--- config.mk ---
export PLATFORM = sky130hd
export DESIGN_NAME = serial_gateway_config_decode
export DESIGN_NICKNAME = d
export VERILOG_FILES = /design/src/logic/gateway_pkg.sv /design/src/logic/item_fifo.sv /design/src/logic/serial_gateway_config_decode.sv
export SDC_FILE = /design/constraint.sdc
export NUM_CORES = 1
export LEC_CHECK = 0
export BUFFER_PORTS_ARGS = -buffer_cell sky130_fd_sc_hd__buf_2
export CAP_MARGIN = 20
export CORE_UTILIZATION = 40
export CTS_CLUSTER_SIZE = 30
export DETAILED_ROUTE_END_ITERATION = 12
export SETUP_SLACK_MARGIN = 0.1
export SLEW_MARGIN = 20
export SYNTH_ARGS = -nofsm -noshare
export SYNTH_HDL_FRONTEND = slang
export SYNTH_SLANG_ARGS = --single-unit
--- constraint.sdc ---
create_clock -name clk -period 3.4 [get_ports clk]
set_input_delay 0.17 -clock clk [delete_from_list [all_inputs] [get_ports clk]]
set_output_delay 0.17 -clock clk [all_outputs]
set_load 0.05 [all_outputs]
--- src/logic/gateway_pkg.sv ---
package gateway_pkg;

    // Word address width for the host data-memory start word.
    localparam int ADDR_W = 14;
    // Width of one variable type code.
    localparam int VAR_W = 8;

    // Start word of each region selected by region pins {10,9}.
    localparam logic [ADDR_W-1:0] REGION0_BASE = 14'h0000;
    localparam logic [ADDR_W-1:0] REGION_P9_BASE = 14'h09C4;
    localparam logic [ADDR_W-1:0] REGION_P10_BASE = 14'h1388;
    localparam logic [ADDR_W-1:0] REGION_BOTH_BASE = 14'h1D4C;
    // Words between rotary steps.
    localparam logic [ADDR_W-1:0] ROTARY_STEP = 14'h0064;

    // Line-mode switch codes, pole 1 in bit 0.
    localparam logic [3:0] LM_422_CODE = 4'h4;
    localparam logic [3:0] LM_485_CODE = 4'hB;
    localparam logic [3:0] LM_CONFLICT_MASK = 4'hC;

    // First field protocol command groups and variable layout.
    localparam logic [2:0] NUM_GROUPS = 3'h5;
    localparam logic [VAR_W-1:0] SEG_TEMP_BASE = 8'h00;
    localparam logic [VAR_W-1:0] SEG_METER_BASE = 8'h80;

    // Registration list indexes.
    localparam logic LIST_WRITE = 1'b0;
    localparam logic LIST_READ = 1'b1;

    // Sequencer states.
    typedef enum logic [1:0] {
        ST_IDLE  = 2'b00,
        ST_READ  = 2'b01,
        ST_WRITE = 2'b10
    } seq_state_type;

    // Decoded configuration held from reset to reset.
    typedef struct packed {
        logic [ADDR_W-1:0] start_word;
        logic              mode_485;
        logic              drive_422;
        logic              drive_485;
        logic              switch_error;
    } cfg_type;

    // One transfer order handed to the field link.
    typedef struct packed {
        logic             is_write;
        logic [VAR_W-1:0] var_code;
    } xfer_item_type;

endpackage

--- src/logic/item_fifo.sv ---
`timescale 1ns/1ps
`default_nettype none

module item_fifo #(
    parameter int WIDTH = 9,
    parameter int DEPTH = 32
) (
    input  wire logic             clk,
    input  wire logic             rst,
    input  wire logic             ce,
    input  wire logic             in_valid,
    output logic                  in_ready,
    input  wire logic [WIDTH-1:0] in_data,
    output logic                  out_valid,
    input  wire logic             out_ready,
    output logic [WIDTH-1:0]      out_data
);

    localparam int AW = $clog2(DEPTH);

    logic [WIDTH-1:0] mem_ff [DEPTH];
    logic [AW:0]      wr_ptr_ff;
    logic [AW:0]      rd_ptr_ff;
    logic             push;
    logic             pop;

    // Full when pointers differ only in the wrap bit.
    assign in_ready = !((wr_ptr_ff[AW] != rd_ptr_ff[AW]) &&
                        (wr_ptr_ff[AW-1:0] == rd_ptr_ff[AW-1:0]));
    assign out_valid = (wr_ptr_ff != rd_ptr_ff);
    assign push = ce && in_valid && in_ready;
    assign pop = ce && out_valid && out_ready;
    assign out_data = mem_ff[rd_ptr_ff[AW-1:0]];

    // Storage is written only on an accepted push.
    always_ff @(posedge clk) begin
        if (push) begin
            mem_ff[wr_ptr_ff[AW-1:0]] <= in_data;
        end
    end

    // Pointer update.
    always_ff @(posedge clk) begin
        if (rst) begin
            wr_ptr_ff <= '0;
            rd_ptr_ff <= '0;
        end else begin
            if (push) begin
                wr_ptr_ff <= wr_ptr_ff + 1'b1;
            end
            if (pop) begin
                rd_ptr_ff <= rd_ptr_ff + 1'b1;
            end
        end
    end

endmodule

`default_nettype wire

--- src/logic/serial_gateway_config_decode.sv ---
// Function
// - Repeat reads while read bit set, writes while write bit set; clearing stops.
// - Settings and data pass through host data memory over a serial link.
// - First protocol transfers the one selected command group of five.
// - First protocol sends different variable sets for controllers and meters.
// - Second protocol moves only registered variables, nothing else.
// - Registrations live in separate write and read lists.
// - Field port is either RS-422 or RS-485, never both driven.
// - Poles OFF,OFF,ON,OFF pick RS-422; ON,ON,OFF,ON pick RS-485.
// - Factory default switch position gives two-wire RS-485.
// - Start word combines the two region pins with the rotary value.
// - Both pins off: start word 0 plus 100 per rotary step.
// - Pin 9 off, pin 10 on: start word 5000 plus 100 per step.
// - Pin 9 on, pin 10 off: start word 2500 plus 100 per step.
// - Both pins on: start word 7500 plus 100 per step.
`timescale 1ns/1ps
`default_nettype none

module serial_gateway_config_decode
    import gateway_pkg::*;
#(
    parameter int LIST_DEPTH = 12,
    parameter int VARS_PER_GROUP = 4,
    parameter int FIFO_DEPTH = 32
) (
    input  wire logic             clk,
    input  wire logic             rst,
    input  wire logic             ce,
    input  wire logic [3:0]       line_mode_switch,
    input  wire logic [3:0]       start_word_rotary,
    input  wire logic             region_pin9,
    input  wire logic             region_pin10,
    input  wire logic             read_cmd,
    input  wire logic             write_cmd,
    input  wire logic             second_protocol_sel,
    input  wire logic             meter_segment,
    input  wire logic [2:0]       command_group,
    input  wire logic             reg_we,
    input  wire logic             reg_list,
    input  wire logic [VAR_W-1:0] reg_var_type,
    input  wire logic             reg_clear,
    output logic                  reg_refused_ff,
    output cfg_type               cfg_ff,
    output logic                  cfg_valid_ff,
    output logic                  group_error,
    output logic [3:0]            write_count,
    output logic [3:0]            read_count,
    output logic                  busy,
    output logic                  xfer_valid,
    input  wire logic             xfer_ready,
    output xfer_item_type         xfer_item
);

    ////////////////////////////////////////////////////////////////////////////
    // Declarations.

    localparam int IW = 4;

    logic [VAR_W-1:0]  list_ff [2][LIST_DEPTH];
    logic [IW-1:0]     count_ff [2];
    seq_state_type     state_ff;
    seq_state_type     nxt_state;
    logic [IW-1:0]     idx_ff;
    logic              last_write_ff;
    logic              group_ok;
    logic              cur_write;
    logic [IW-1:0]     cur_len;
    logic              cur_cmd;
    logic              rd_go;
    logic              wr_go;
    logic              push_valid;
    logic              push_ready;
    logic              push_last;
    xfer_item_type     push_item;
    logic [ADDR_W-1:0] region_base;

    ////////////////////////////////////////////////////////////////////////////
    // Functions.

    // Length of one pass for the chosen direction.
    function automatic logic [IW-1:0] pass_len(input logic w, input logic second,
                                               input logic grp_ok,
                                               input logic [IW-1:0] wr_n,
                                               input logic [IW-1:0] rd_n);
        logic [IW-1:0] n;
        n = '0;
        if (second) begin
            n = w ? wr_n : rd_n;
        end else if (grp_ok) begin
            n = IW'(VARS_PER_GROUP);
        end
        return n;
    endfunction

    ////////////////////////////////////////////////////////////////////////////
    // Configuration capture.

    // Region base chosen by pins {10,9}.
    always_comb begin
        unique case ({region_pin10, region_pin9})
            2'b00: region_base = REGION0_BASE;
            2'b10: region_base = REGION_P10_BASE;
            2'b01: region_base = REGION_P9_BASE;
            2'b11: region_base = REGION_BOTH_BASE;
        endcase
    end

    // Switches are taken on the first enabled edge after reset and then held.
    always_ff @(posedge clk) begin
        if (rst) begin
            cfg_valid_ff <= 1'b0;
            cfg_ff <= '0;
        end else if (ce && !cfg_valid_ff) begin
            cfg_valid_ff <= 1'b1;
            cfg_ff.start_word <= region_base +
                (ADDR_W'(start_word_rotary) * ROTARY_STEP);
            cfg_ff.mode_485 <= (line_mode_switch != LM_422_CODE);
            // Poles 3 and 4 together shorts the drivers, so neither is enabled.
            if ((line_mode_switch & LM_CONFLICT_MASK) == LM_CONFLICT_MASK) begin
                cfg_ff.drive_422 <= 1'b0;
                cfg_ff.drive_485 <= 1'b0;
                cfg_ff.switch_error <= 1'b1;
            end else begin
                cfg_ff.drive_422 <= (line_mode_switch == LM_422_CODE);
                cfg_ff.drive_485 <= (line_mode_switch != LM_422_CODE);
                cfg_ff.switch_error <= (line_mode_switch != LM_422_CODE) &&
                                       (line_mode_switch != LM_485_CODE);
            end
        end
    end

    ////////////////////////////////////////////////////////////////////////////
    // Registration lists, one per direction.

    genvar g;
    generate
        for (g = 0; g < 2; g++) begin : gen_list
            // Append on a write to this list; clear empties both lists.
            always_ff @(posedge clk) begin
                if (rst) begin
                    count_ff[g] <= '0;
                end else if (ce) begin
                    if (reg_clear) begin
                        count_ff[g] <= '0;
                    end else if (reg_we && (reg_list == 1'(g)) &&
                                 (count_ff[g] < IW'(LIST_DEPTH))) begin
                        list_ff[g][count_ff[g]] <= reg_var_type;
                        count_ff[g] <= count_ff[g] + 1'b1;
                    end
                end
            end
        end
    endgenerate

    // A registration beyond the list depth is dropped and flagged until clear.
    always_ff @(posedge clk) begin
        if (rst) begin
            reg_refused_ff <= 1'b0;
        end else if (ce) begin
            if (reg_we && (count_ff[reg_list] >= IW'(LIST_DEPTH))) begin
                reg_refused_ff <= 1'b1;
            end else if (reg_clear) begin
                reg_refused_ff <= 1'b0;
            end
        end
    end

    assign write_count = count_ff[LIST_WRITE];
    assign read_count = count_ff[LIST_READ];

    ////////////////////////////////////////////////////////////////////////////
    // Cyclic transfer sequencer.

    assign group_ok = (command_group < NUM_GROUPS);
    assign group_error = !second_protocol_sel && !group_ok;
    assign rd_go = read_cmd && cfg_valid_ff && !cfg_ff.switch_error &&
                   (pass_len(1'b0, second_protocol_sel, group_ok,
                             write_count, read_count) != '0);
    assign wr_go = write_cmd && cfg_valid_ff && !cfg_ff.switch_error &&
                   (pass_len(1'b1, second_protocol_sel, group_ok,
                             write_count, read_count) != '0);

    assign cur_write = (state_ff == ST_WRITE);
    assign cur_cmd = cur_write ? wr_go : rd_go;
    assign cur_len = pass_len(cur_write, second_protocol_sel, group_ok,
                              write_count, read_count);
    assign push_valid = (state_ff != ST_IDLE) && cur_cmd && (idx_ff < cur_len);
    assign push_last = (idx_ff == cur_len - 1'b1);
    assign busy = (state_ff != ST_IDLE);

    // Item contents: registered type or group table entry per segment type.
    always_comb begin
        push_item.is_write = cur_write;
        if (second_protocol_sel) begin
            push_item.var_code = list_ff[cur_write ? 1'b0 : 1'b1][idx_ff];
        end else begin
            push_item.var_code = (meter_segment ? SEG_METER_BASE : SEG_TEMP_BASE) +
                VAR_W'(command_group) * VAR_W'(VARS_PER_GROUP) +
                VAR_W'(idx_ff);
        end
    end

    // Next state: alternate read and write passes while both bits stand.
    always_comb begin
        nxt_state = state_ff;
        unique case (state_ff)
            ST_IDLE: begin
                if (rd_go && (!wr_go || last_write_ff)) begin
                    nxt_state = ST_READ;
                end else if (wr_go) begin
                    nxt_state = ST_WRITE;
                end
            end
            ST_READ, ST_WRITE: begin
                if (!push_valid || (push_ready && push_last)) begin
                    nxt_state = ST_IDLE;
                end
            end
            default: nxt_state = ST_IDLE;
        endcase
    end

    // State register.
    always_ff @(posedge clk) begin
        if (rst) begin
            state_ff <= ST_IDLE;
        end else if (ce) begin
            state_ff <= nxt_state;
        end
    end

    // Index walks one item per accepted push and restarts each pass.
    always_ff @(posedge clk) begin
        if (rst) begin
            idx_ff <= '0;
        end else if (ce) begin
            if (nxt_state == ST_IDLE || state_ff == ST_IDLE) begin
                idx_ff <= '0;
            end else if (push_valid && push_ready) begin
                idx_ff <= idx_ff + 1'b1;
            end
        end
    end

    // Remembers the last direction so neither starves the other.
    always_ff @(posedge clk) begin
        if (rst) begin
            last_write_ff <= 1'b0;
        end else if (ce && state_ff != ST_IDLE && nxt_state == ST_IDLE) begin
            last_write_ff <= cur_write;
        end
    end

    ////////////////////////////////////////////////////////////////////////////
    // Order buffer toward the field link; a stalled link stalls the sequencer.

    item_fifo #(
        .WIDTH ($bits(xfer_item_type)),
        .DEPTH (FIFO_DEPTH)
    ) u_fifo (
        .clk       (clk),
        .rst       (rst),
        .ce        (ce),
        .in_valid  (push_valid),
        .in_ready  (push_ready),
        .in_data   (push_item),
        .out_valid (xfer_valid),
        .out_ready (xfer_ready),
        .out_data  (xfer_item)
    );

endmodule

`default_nettype wire

==> flow_metrics.env <==
export IMPL_status="complete, no violations"
export IMPL_syn_area_um2=22100
export IMPL_crit_type="flip-flop to output port"
export IMPL_grt_start_max_net_pins=65
export IMPL_post_route_min_period_ns=3.16
export IMPL_cp_cell_sequence="buf_4 -> mux4_2 -> mux4_2 -> mux2_2 -> buf_2"
export IMPL_firstDrtPassIters=5
export IMPL_io_buffers=69
export IMPL_hp_class="input port to flip-flop"
export IMPL_p_comb_frac=0.046
export IMPL_syn_area_per_cell_um2=18.6
export IMPL_cts_made_buffers=52
export IMPL_clkLatencyLatePin_ns=0.62
export IMPL_ys_seq_area_frac=0.701
export IMPL_grt_total_usage=0.177
export IMPL_leakagePower_nw=8.51
export IMPL_crit_arrival_ns=2.99
export IMPL_nets=1421
export IMPL_worst_pin_slew_ns=0.774
export IMPL_fin_hold_ws_ns=0.0446
export IMPL_cp_start_kind="flip-flop"
export IMPL_final_hold_viol_count=0
export IMPL_timing_fmax_mhz=316
export IMPL_cts_sinks=530
export IMPL_drc=0
export IMPL_ir_drop_mv=0.372
export IMPL_antenna_cells=0
export IMPL_placement_cell_area_um2=23800
export IMPL_die_x_um=237
export IMPL_die_area_um2=56200
export IMPL_h_tree_depth=2
export IMPL_ys_warn_count=0
export IMPL_worst_path_buf_inv=2
export IMPL_drv_cap=0
export IMPL_fin_area_um2=25900
export IMPL_dp_final_hpwl_um=30800
export IMPL_coreArea_um2=54200
export IMPL_num_rows=85
export IMPL_ys_flop_type="edfxtp_1"
export IMPL_report_final_slew_viol_count=0
export IMPL_worstSetupEndpointType="output port"
export IMPL_final_setup_tns_ns=0
export IMPL_max_stage_delay_ns=0.60
export IMPL_cts_clk_slew_worst_paths_ns=0.06
export IMPL_wl_um=49100
export IMPL_drive_gt1_frac=0.320
export IMPL_synth_top_area_frac=0.663
export IMPL_ys_ff_latch=530
export IMPL_setup_viol=0
export IMPL_ios=72
export IMPL_gr_total_overflow=0
export IMPL_grt_pass1_vias=11800
export IMPL_critPathTopFamily="multiplexers"
export IMPL_initial_core_util=0.408
export IMPL_p_int_mw=10.7
export IMPL_grt_pass1_wl_um=74300
export IMPL_gp_congestion=0.785
export IMPL_die_h_um=237
export IMPL_syn_instance_count=1188
export IMPL_cts_root_buf="clkbuf_16"
export IMPL_area_delta_synth_final_pct=17.4
export IMPL_netSwitchingPower_mw=2.96
export IMPL_p_seq_frac=0.527
export IMPL_ant_nets=0
export IMPL_via_per_inst=5.48
export IMPL_antenna_found_initial=0
export IMPL_wl_per_cell_um=23.6
export IMPL_power_density_nw_per_um2=525
export IMPL_fin_worst_skew_ns=0.0423
export IMPL_num_vias=11400
export IMPL_cp_slowest_cell="dfxtp_4"
export IMPL_clock_path_buffers=3
export IMPL_path_common_cell="mux4_2"
export IMPL_relSlewSlack=0.483
export IMPL_finalPower_mw=13.6
export IMPL_ys_top_cells_by_area="edfxtp_1 (66%), mux4_2 (15%), dfxtp_1 (3.8%)"
export IMPL_synthArstFlopShare=0
export IMPL_worst_path_max_fanout=24
export IMPL_pwr_share_clk=0.427
export IMPL_period_share=0.930
export IMPL_synth_top_cell_by_area="edfxtp_1"
export IMPL_synth_distinct_cells=68
export IMPL_rsz0062_at_grt="false"
export IMPL_postLayoutCoreUtil=0.478
export IMPL_switching_share=0.217
export IMPL_drt_iter0_drc=831
export IMPL_synth_edf_count=488
export IMPL_worstPathRequired_ns=3.23
export IMPL_tritoncts="done"
-- power groups by stage --
stage	Combinational [mW]	Sequential, mW	Clock [mW]
3_3_place_gp	0.596	7.32	0
2_1_floorplan	0.303	7.40	0
6_report	0.627	7.18	5.83
3_5_place_dp	0.611	7.32	0
5_1_grt	0.686	7.18	6.19
4_1_cts	0.626	7.18	5.95
-- placed cells by master, fill, tap and decap left out, drive strengths merged, types with 15 or more instances in the layout --
cell type | Yosys | layout
nand3 | 20 | 20
clkinv | 2 | 28
ha | 43 | 43
clkbuf | 27 | 61
dlygate4sd3 | 0 | 15
and2 | 22 | 22
inv | 31 | 33
nand2 | 42 | 42
dfxtp | 42 | 42
a21oi | 25 | 25
mux4 | 145 | 145
edfxtp | 488 | 488
mux2 | 18 | 18
buf | 31 | 141
xnor2 | 19 | 19
nor2 | 83 | 83
-- cell usage after synthesis (20+ instances only) --
cell / instances
nand3_1: 20
and2_1: 22
dfxtp_1: 42
a21oi_1: 25
edfxtp_1: 488
buf_2: 20
mux4_2: 145
clkbuf_1: 27
nor2_1: 83
inv_1: 31
ha_1: 43
nand2_1: 37
-- layer usage --
metal	vias to the layer above	track usage	routed length, um	part of all wire
met5	-	0	0	0
met4	0	0.0442	915	0.019
met3	73	0.0371	2830	0.058
met2	331	0.291	24200	0.49
met1	5921	0.242	21100	0.43
li1	5076	-	-	-
-- layout make-up --
cell class / instances / area, um^2
sequential: 530 / 15500
clock inverter: 37 / 390
clock buffer: 59 / 1350
inverter: 33 / 124
fill: 4539 / 28300
tap: 696 / 871
timing repair buffer: 158 / 1290
multi-input combinational: 568 / 6420
-- sequential cells by signal (all words and copies together), names as in the netlist, named ones only --
register          flops
u_fifo.mem_ff       288
list_ff             192
cfg_ff               16
count_ff              8
u_fifo.rd_ptr_ff      6
u_fifo.wr_ptr_ff      6
idx_ff                4
state_ff              2
cfg_valid_ff          1
last_write_ff         1
reg_refused_ff        1
-- final timing paths --
kind / startpoint / to / slack [ns] / depth (start not counted)
max: flip-flop / xfer_item[7] / 0.24 / 5
min: start_word_rotary[0] / cfg_ff[6] / 0.04 / 4
min reg2reg: cfg_ff[11] / cfg_ff[11] / 0.45 / 2
max reg2reg: state_ff[0] / u_fifo.mem_ff[1][1] / 0.26 / 13
-- worst reg2reg max path: stages, from the launching register on --
cell,delay (ns)
dfxtp_1,0.33
inv_1,0.13
ha_4,0.21
mux2i_2,0.23
nand2b_1,0.17
ha_1,0.24
nor2b_1,0.15
o31ai_2,0.20
a211oi_2,0.11
a211oi_2,0.33
buf_4,0.22
nand2_4,0.13
nor2_4,0.19
clkbuf_4,0.22
-- cell families (layout without fill, tap and decap cells) --
kind of cell    count (synthesis)  count (layout)  synth area share
compound gates                 86              86            0.0284
xor+xnor                       30              30            0.0119
fa+ha+maj                      46              46            0.0271
buf+inv                        91             287            0.0174
flops                         530             530             0.701
mux                           172             172             0.161
other cells                     1               2          0.000170
simple gates                  232             232            0.0532
-- stage by stage --
step           setup WS, ns  cells
6_report              0.237   2081
5_1_grt               0.105   2081
4_1_cts               0.118   2073
2_1_floorplan         0.106   1189
3_5_place_dp          0.158   1957
3_3_place_gp          0.182   1956
-- repair_timing --
| item | 4_1_cts | 5_1_grt |
|---|---|---|
| endpoints found under the setup margin | 12 | 358 |
| resized for setup | 0 | 18 |
| pin swaps | 1 | 6 |
| setup buffers | 5 | 6 |
| cloned | 0 | 2 |
| hold buffers | 15 | 0 |
| endpoints found under the hold margin | 126 | 0 |
No activity file was read; power rests on OpenSTA's default activity.
